$ cat src/rtl/ppfs_pkg.sv
package ppfs_pkg;

   // ------------------------------------------------------------------
   // Register indices and byte addresses
   // ------------------------------------------------------------------
   // Some printed offsets are not multiples of four, so each offset is an
   // index and the APB byte address is four times it.
   localparam logic [8:0] PULL_CFG_LO_IDX = 9'h19A;
   localparam logic [8:0] PULL_CFG_HI_IDX = 9'h19B;
   localparam logic [8:0] FUNC_SEL0_IDX = 9'h1A0;
   localparam logic [8:0] PIN_STATUS_IDX = 9'h1A8;
   localparam logic [11:0] PULL_CFG_LO_ADDR = {1'b0, PULL_CFG_LO_IDX, 2'b00};
   localparam logic [11:0] PULL_CFG_HI_ADDR = {1'b0, PULL_CFG_HI_IDX, 2'b00};
   localparam logic [11:0] FUNC_SEL0_ADDR = {1'b0, FUNC_SEL0_IDX, 2'b00};
   localparam logic [11:0] PIN_STATUS_ADDR = {1'b0, PIN_STATUS_IDX, 2'b00};

   // ------------------------------------------------------------------
   // Reset values and field layout
   // ------------------------------------------------------------------
   localparam logic [7:0] PULL_CFG_RESET = 8'hFF;
   localparam logic [7:0] FUNC_SEL_RESET = 8'h00;
   localparam int PULL_DIR_BIT = 1;
   localparam int PULL_EN_BIT = 0;
   localparam int PORT1_CODE_LSB = 4;
   localparam int PORT0_CODE_LSB = 0;
   localparam int NUM_PULL_PINS = 8;

   // Function codes of one 4-bit selector
   typedef enum logic [3:0] {
      PPFS_FN_PORT = 4'h0,
      PPFS_FN_INT0 = 4'h1,
      PPFS_FN_ALT_A = 4'h4,
      PPFS_FN_ALT_B = 4'h5,
      PPFS_FN_ALT_C = 4'h6
   } ppfs_func_e;

   // Per-pin pad drive controls
   typedef struct packed {
      logic pull_up;
      logic pull_down;
   } ppfs_pad_s;

   // Routing of one function-selected pin, one-hot over the choices, or all zero for a reserved code
   typedef struct packed {
      logic port;
      logic int0;
      logic alt_a;
      logic alt_b;
      logic alt_c;
   } ppfs_route_s;

endpackage : ppfs_pkg

$ cat src/rtl/ppfs_top.sv
// Notes on behaviour
// RL1: One pull enable bit per covered pin.
// RL2: Direction applies only while enable set.
// RL3: Output pins never pulled; pads are registered, so a pin stays pulled for one cycle after it turns output.
// RL4: Both pull registers reset to all ones.
// RL5: Ports 8-11 pull pairs, direction above enable.
// RL6: Port 12 and serial pins pull pairs.
// RL7: Direction 0 pulls down, 1 up.
// RL8: Enable 0 disables both pulls.
// RL9: Function select: port1 high nibble, port0 low.
// RL10: Codes 0,1,4,5,6 route; others reserved.
// RL11: Function select resets to zero.
// RL12: Registers read back last written byte.
`timescale 1ns/100ps
module ppfs_top (
   // APB clock and reset
   input wire logic pclk,
   input wire logic presetn,
   // APB slave
   input wire logic psel,
   input wire logic penable,
   input wire logic pwrite,
   input wire logic [11:0] paddr,
   input wire logic [31:0] pwdata,
   input wire logic [3:0] pstrb,
   output logic [31:0] prdata,
   output logic pready,
   output logic pslverr,
   // Output state of pins, from port logic on pclk
   input wire logic [7:0] pin_is_output,
   // Pad pull controls, order: port8..11, port12, select, input, clock
   output ppfs_pkg::ppfs_pad_s [7:0] pad_pull,
   // Function routing for ports 0 and 1
   output ppfs_pkg::ppfs_route_s port0_route,
   output ppfs_pkg::ppfs_route_s port1_route
);

   // ------------------------------------------------------------------
   // State
   // ------------------------------------------------------------------
   typedef struct packed {
      logic [7:0] pull_lo;
      logic [7:0] pull_hi;
      logic [7:0] func_sel;
      logic [31:0] rdata;
      logic ready;
      logic err;
      ppfs_pkg::ppfs_pad_s [7:0] pads;
      ppfs_pkg::ppfs_route_s route0;
      ppfs_pkg::ppfs_route_s route1;
   } ppfs_state_s;

   ppfs_state_s st_r;
   ppfs_state_s st_nxt;
   ppfs_pkg::ppfs_pad_s [7:0] pad_dec;
   logic [15:0] pull_pairs;

   // ------------------------------------------------------------------
   // Helpers
   // ------------------------------------------------------------------
   function automatic ppfs_pkg::ppfs_route_s route_of(
      input logic [3:0] code
   );
      ppfs_pkg::ppfs_route_s r;
      r = '0;
      case (code) // [RL10]
         ppfs_pkg::PPFS_FN_PORT: r.port = 1'b1;
         ppfs_pkg::PPFS_FN_INT0: r.int0 = 1'b1;
         ppfs_pkg::PPFS_FN_ALT_A: r.alt_a = 1'b1;
         ppfs_pkg::PPFS_FN_ALT_B: r.alt_b = 1'b1;
         ppfs_pkg::PPFS_FN_ALT_C: r.alt_c = 1'b1;
         // Reserved codes leave the pin unrouted rather than guessing
         default: r = '0;
      endcase
      return r;
   endfunction : route_of

   function automatic logic is_mapped(input logic [11:0] a);
      return a == ppfs_pkg::PULL_CFG_LO_ADDR
         || a == ppfs_pkg::PULL_CFG_HI_ADDR
         || a == ppfs_pkg::FUNC_SEL0_ADDR
         || a == ppfs_pkg::PIN_STATUS_ADDR;
   endfunction : is_mapped

   // ------------------------------------------------------------------
   // Pull decode per pin
   // ------------------------------------------------------------------
   // Low register holds ports 8..11, high register port 12 and serial
   assign pull_pairs = {st_r.pull_hi, st_r.pull_lo}; // [RL5] [RL6]

   genvar g;
   generate
      for (g = 0; g < ppfs_pkg::NUM_PULL_PINS; g++) begin : g_pull
         ppfs_pull_decode u_dec (
            .cfg(pull_pairs[2*g +: 2]), // [RL1]
            .is_output(pin_is_output[g]),
            .pad(pad_dec[g])
         );
      end
   endgenerate

   // ------------------------------------------------------------------
   // Next state
   // ------------------------------------------------------------------
   always_comb begin
      logic access;
      logic wr_ok;
      access = 1'b0;
      wr_ok = 1'b0;
      st_nxt = st_r;
      st_nxt.ready = 1'b0;
      st_nxt.err = 1'b0;
      access = psel && penable && !st_r.ready;
      // Write lands at the edge where the master samples pready high
      wr_ok = psel && penable && st_r.ready && pwrite && pstrb[0];
      // One wait state: answer comes in the cycle after the first access
      if (access) begin
         st_nxt.ready = 1'b1;
         st_nxt.err = !is_mapped(paddr);
         st_nxt.rdata = '0;
         if (!pwrite) begin
            case (paddr) // [RL12]
               ppfs_pkg::PULL_CFG_LO_ADDR:
                  st_nxt.rdata = {24'h000000, st_r.pull_lo};
               ppfs_pkg::PULL_CFG_HI_ADDR:
                  st_nxt.rdata = {24'h000000, st_r.pull_hi};
               ppfs_pkg::FUNC_SEL0_ADDR:
                  st_nxt.rdata = {24'h000000, st_r.func_sel};
               ppfs_pkg::PIN_STATUS_ADDR: st_nxt.rdata = {24'h000000,
                  pin_is_output};
               default: st_nxt.rdata = '0;
            endcase
         end
      end
      if (wr_ok) begin
         case (paddr) // [RL12]
            ppfs_pkg::PULL_CFG_LO_ADDR: st_nxt.pull_lo = pwdata[7:0];
            ppfs_pkg::PULL_CFG_HI_ADDR: st_nxt.pull_hi = pwdata[7:0];
            ppfs_pkg::FUNC_SEL0_ADDR: st_nxt.func_sel = pwdata[7:0];
            default: st_nxt.pull_lo = st_r.pull_lo;
         endcase
      end
      st_nxt.pads = pad_dec; // [RL2] [RL3]
      st_nxt.route0 = route_of(
         st_r.func_sel[ppfs_pkg::PORT0_CODE_LSB +: 4]); // [RL9]
      st_nxt.route1 = route_of(
         st_r.func_sel[ppfs_pkg::PORT1_CODE_LSB +: 4]); // [RL9]
   end

   // ------------------------------------------------------------------
   // Registers
   // ------------------------------------------------------------------
   always_ff @(posedge pclk or negedge presetn) begin
      if (!presetn) begin
         st_r <= '0;
         st_r.pull_lo <= ppfs_pkg::PULL_CFG_RESET; // [RL4]
         st_r.pull_hi <= ppfs_pkg::PULL_CFG_RESET; // [RL4]
         st_r.func_sel <= ppfs_pkg::FUNC_SEL_RESET; // [RL11]
         st_r.route0.port <= 1'b1; // [RL11]
         st_r.route1.port <= 1'b1; // [RL11]
      end else begin
         st_r <= st_nxt;
      end
   end

   assign prdata = st_r.rdata;
   assign pready = st_r.ready;
   assign pslverr = st_r.err;
   assign pad_pull = st_r.pads;
   assign port0_route = st_r.route0;
   assign port1_route = st_r.route1;

endmodule : ppfs_top

$ cat src/rtl/ppfs_pull_decode.sv
`timescale 1ns/100ps
module ppfs_pull_decode (
   // Configuration for one pin
   input wire logic [1:0] cfg,
   input wire logic is_output,
   // Pad controls
   output ppfs_pkg::ppfs_pad_s pad
);
   always_comb begin
      pad.pull_up = 1'b0;
      pad.pull_down = 1'b0;
      // Output pins never pull; enable gates the direction choice
      if (!is_output && cfg[ppfs_pkg::PULL_EN_BIT]) begin // [RL2] [RL3] [RL8]
         pad.pull_up = cfg[ppfs_pkg::PULL_DIR_BIT]; // [RL7]
         pad.pull_down = !cfg[ppfs_pkg::PULL_DIR_BIT]; // [RL7]
      end
   end
endmodule : ppfs_pull_decode

$ cat config.mk
export PLATFORM = sky130hd
export DESIGN_NAME = ppfs_top
export DESIGN_NICKNAME = d
export VERILOG_FILES = /design/src/rtl/ppfs_pkg.sv /design/src/rtl/ppfs_top.sv /design/src/rtl/ppfs_pull_decode.sv
export SDC_FILE = /design/constraint.sdc
export NUM_CORES = 1
export LEC_CHECK = 0
export ABC_AREA = 1
export BUFFER_PORTS_ARGS = -buffer_cell sky130_fd_sc_hd__buf_2
export CORE_AREA = 2 2 85 87
export DETAILED_ROUTE_END_ITERATION = 12
export DIE_AREA = 0 0 87 89
export PLACE_DENSITY = 0.78
export SYNTH_ARGS = -nofsm -noshare
export SYNTH_HDL_FRONTEND = slang
export SYNTH_SLANG_ARGS = --single-unit
$ cat constraint.sdc
create_clock -name pclk -period 1.8 [get_ports pclk]
set_clock_uncertainty 0.1 [all_clocks]
set_input_delay 0.45 -clock pclk [delete_from_list [all_inputs] [get_ports pclk]]
set_output_delay 0.45 -clock pclk [all_outputs]
set_load 0.1 [all_outputs]
======== Yosys cells after proc, flatten, opt, wreduce, memory -nomap -nowiden ========
Cells that the tools add are included.
storage, ports and cells
  flip-flop bits (word level) ............. 60
  output and inout bits ................... 60
  logic and storage cells ................. 104
operators by class
  equal/unequal tests ..................... 12
  multiplexer cells ....................... 21
  reductions and logical operators ........ 39
operators by type and width
  cell                    count
  $eq A12 B11 Y1 const B  4
  $pmux W8 S4             1
  $eq A4 B3 Y1 const B    6
  $logic_not A1 Y1        18
  $mux W2                 9
  $logic_and A1 B1 Y1     13
  $mux W1                 10
  $eq A4 B1 Y1 const B    2
  $logic_not A4 Y1        2
  $mux W8                 1
  $reduce_and A2 Y1       3
  $logic_or A1 B1 Y1      3

======== Depth between registers and ports, before layout ========
  word-level depth ........................ 6
  mapped depth ............................ 11
  depth with buffers taken out ............ 10

======== Hierarchy ========
From an unflattened synthesis, not the netlist that was laid out.
unflattened totals
  cell total of the unflattened synthesis .. 380
  area, all modules ....................... 3248.1 um^2
by module, submodules not included
  module            instances  cells an instance  area an instance (um^2)  seq. area each (um^2)
  ppfs_top          1          340                3098.0                   1524.0
  ppfs_pull_decode  8          5                  18.8                     0.0

======== Worst setup path before layout ========
Ideal clock, no wire load.
  path kind ............................... flip-flop to flip-flop
  from .................................... register st_r, in the netlist pready
  to ...................................... register st_r[65] in the netlist's numbering
  setup time .............................. 0.121 ns
  arrival ................................. 1.836 ns
  data required time ...................... 1.579 ns
  setup slack ............................. -0.257 ns
  stages on the path, launching flop included .. 7
  path buffers ............................ 1
  path through ............................ dfrtp_1 > nand3_1 > nor2_2 > nand3_2 > buf_2 > nand2_1 > o21ai_1
between the ends
  word-level cells in the longest chain between the ends .. 4
RTL lines
  what                                RTL line         source
  start, declared                     ppfs_top.sv:53   ppfs_state_s st_r;
  start signal, assigned              ppfs_top.sv:162  st_r <= st_nxt;
  $logic_and A1 B1 Y1 (3 in series)   ppfs_top.sv:115  wr_ok = psel && penable && st_r.ready && pwrite && pstrb[0];
  $reduce_and A2 Y1 (no source line)  --
No other way between the ends.
A chain may end at the register's enable or synchronous reset.

======== Worst setup path in the final report ========
  from .................................... register st_r, in the netlist pready
  to ...................................... output pready
RTL lines
  what           RTL line        source
  end, declared  ppfs_top.sv:27  output logic pready,
No word-level cell between the ends.

==> results.md <==
- The run finished with clean final reports.
- The filler cell count is 621.
- The number of buffers added by the clock tree synthesis step is 9.
- For the worst flop-to-flop path, the logic depth is 6.
- The average cell area after synthesis is slightly above 9 um2.
- At the end of the flow, the number of nets in the layout was 466.
- The placed instance count is between 400 and 500.
- The count of clock tree sinks is 60.
- The number of global-route vias before repair came to between 2,000 and 2,500.
- The critical path is of the flop to output pin type.
- In this run the remaining antenna-violating nets after routing total 0.
- For the final routed database, the setup TNS stands at 0 ns.
- The count of port buffers added during placement is 69.
- The clock latency at the later pin of the worst-skew pair is roughly 0.34 ns.
- Counting instances in the post-synthesis netlist gives the leading cell types as sky130_fd_sc_hd__nand2_1 (84), sky130_fd_sc_hd__buf_4 (58), sky130_fd_sc_hd__dfrtp_1 (42).
- After detailed placement, the total cell area comes to 3410 um2.
- The summed instance area of the synthesized netlist is 3240 um2.
- In this run the critical register-to-register path is captured at prdata[2].
- STA classifies the critical path startpoint as a flop.
- The most instantiated flip-flop cell in the synthesis netlist is sky130_fd_sc_hd__dfrtp_1.
- From left edge to right edge, the die measures approximately 87 um.
- The post-cts repair resize count is 0.
- The floorplan die area is 7740 um2.
- The first detailed-routing pass ran for 5 iterations.
- Setup slack on the worst reg-to-reg path comes out at ~0.37 ns.
- The aggregate routed wire length is 6.28 mm.
- The cell sitting at the root of the clock tree is a sky130_fd_sc_hd__clkbuf_8.
- The cell count after synthesis came out at 358.
- Traced cell by cell, the critical path runs through buf_2.
- The worst endpoint required time is 1.25 ns.
- TritonCTS built the clock tree.
- The startpoint identified for the worst register-to-register timing path is pready.
- The fraction of the yosys area taken by sequential cells is 0.470.
- The number of antenna diodes in the final layout is 0.
- The static power due to leakage is 1.93 nW.
- Of the cells placed in the final design, the portion with a size suffix greater than 1 is 0.362.
- Max-cap violations in this run came to 0.
- After detailed routing, the average wire length per cell comes to about 13 um.
- The core region is 6720 um2.
- The path class of the tightest hold or removal check is input pin to asynchronous set/reset pin.
- After detailed routing, the number of remaining DRC violations is 0.
- The number of endpoints failing setup at the final stage is 0.
- The number of DRC violations after detailed-routing iteration 0 is 101.
- The first global-routing pass estimated between 10 and 15 mm of wire.
- Final hold analysis gives a worst-case slack of about 0.0052 ns.
- The synthesis-to-layout area growth is 12.6%.
- The total half-perimeter wirelength after legalization and detailed placement is 4.63 mm.
- The routability congestion estimate from global placement is 0.826.
- From bottom edge to top edge, the die measures around 89 um.
- The worst vdd rail ir drop is 298 uV.
- The final cell utilization of the core is 0.543.
- The proportion of synthesized flip-flops having asynchronous set or reset is 1.00.
- The critical path's top delay family is buffers and inverters.
- The number of cells in the finished layout apart from fillers is around 490.
- By area the synthesized netlist is led by sky130_fd_sc_hd__dfrtp_1 (32%), sky130_fd_sc_hd__dfstp_2 (15%), sky130_fd_sc_hd__buf_4 (13%), sky130_fd_sc_hd__nand2_1 (9.7%), sky130_fd_sc_hd__inv_1 (4.1%).
- Setup repair after global routing left no endpoint under its margin.
- The number of enable flip-flop cells after synthesis is 0.
- The fraction of synthesized cell area taken by the top area cell type is 0.324.
- The hold violation count in the final report came to 0.
- In the routed layout, each cell is associated on average with a via count of 4.74.
- The post-CTS repair timing setup buffer count is 0.
- The largest net degree at the start of global routing is 61.
- The number of rows created at floorplan is 30.
- The finished cells cover between 3000 and 4000 um2.
- The number of H-tree levels is 3.
- The total routing usage reported by global routing is 0.181.
- Of the available clock period, the critical path in the final layout requires 0.938.
- The initial utilization of the core area, before any placement, comes to 0.482.
- The worst-path cell with the longest stage delay is sky130_fd_sc_hd__buf_2.
- The maximum operating frequency is 0.592 GHz.
- The count of hold buffers inserted by post-cts repair is 0.
- The highest fanout seen on the critical path is 3.
- For this run, the number of Yosys warnings is 0.
- The largest single stage delay on the critical path is 0.43 ns.
- The top-level port count is 121.
- The initial antenna violation count was 0.
- No sink is reached through more buffers than the 2 on the longest clock path.
- The total overflow left after global routing is 0.
- The buffering stage count on the worst path with inverters included is 1.
- The total number of vias is about 2,300.
- The smallest clock period supported by the final layout is computed as between 1.5 and 2 ns.
- STA classifies the critical path endpoint as an output pin.
- The max-slew violation count is 0.
- Yosys mapped the design onto 26 distinct sky130hd cell types.
- The total power divided by cell area is 870 nW/um2.
- STA puts the critical path data arrival time at about 1.1 ns.
- The flip-flop and latch count after synthesis is 60.
- Of all cell types, the one taking the most synthesized area is sky130_fd_sc_hd__dfrtp_1.
- The most common cell in the netlist is sky130_fd_sc_hd__nand2_1.
- The clock-pin slew on the worst setup and hold paths is about 0.070 ns.
[power by group]
group / switching, mW / leakage, nW / total [mW] / internal (mW)
clock: 0.496 / 0.122 / 1.44 / 0.944
sequential: 0.00141 / 0.770 / 1.36 / 1.35
combinational: 0.330 / 1.04 / 0.379 / 0.0494
[how the worst max path moves through the flow]
stage	from	end	cells past startpoint
floorplan	pready	st_r[65]	6
global placement	paddr[8]	prdata[1]	11
detailed placement	paddr[8]	prdata[4]	11
CTS	pready	pready	1
global route	pready	pready	1
finish	pready	pready	1
[kinds of logic after synthesis]
logic type	Yosys count	share of synthesized area
AND/OR/NAND/NOR	164	0.279
buffers and inverters	106	0.202
flip-flops	60	0.470
AO/OA/AOI/OAI	27	0.0475
other	1	0.00116
[area by class of cell]
class                   count  area (um2)  share of cell area
multi-input cells         215        1150               0.314
flip-flops and latches     60        1530               0.418
well taps                  80         100              0.0274
repair buffers             76         478               0.131
clock inverters             5         100              0.0274
inverters                  43         161              0.0442
clock buffers              10         138              0.0377
[state kept, by name, indices dropped and copies added, names as in the netlist]
name and count:
pad_pull 16, pull_pairs 16, prdata 8, st_r 8, port0_route 5, port1_route 5, pready 1, pslverr 1
[per-stage QoR]
step                total power, mW  setup WS (ns)
global route                   3.30         0.0621
global placement               1.76          0.129
CTS                            3.21         0.0835
detailed placement             1.76         0.0515
finish                         3.17          0.111
floorplan                      1.70         0.0440
[routing by layer]
metal | global-route usage | share of wire
met1 | 0.217 | 0.41
met4 | 0.125 | 0.034
met2 | 0.285 | 0.49
met3 | 0.0499 | 0.060
met5 | 0 | 0
[cell usage in the layout, fill, tap and decap left out, types with 8 or more instances in the layout]
cell type and n:
sky130_fd_sc_hd__buf_2 67, sky130_fd_sc_hd__clkbuf_8 10, sky130_fd_sc_hd__conb_1 24, sky130_fd_sc_hd__dfrtp_1 41
sky130_fd_sc_hd__dfstp_2 18, sky130_fd_sc_hd__inv_1 35, sky130_fd_sc_hd__inv_2 8, sky130_fd_sc_hd__nand2_1 84
sky130_fd_sc_hd__nand3_1 23, sky130_fd_sc_hd__nand3_2 11, sky130_fd_sc_hd__nor3_1 12, sky130_fd_sc_hd__nor3b_1 8
sky130_fd_sc_hd__o21ai_1 24
Note: power is estimated with default switching activity, not from simulation.
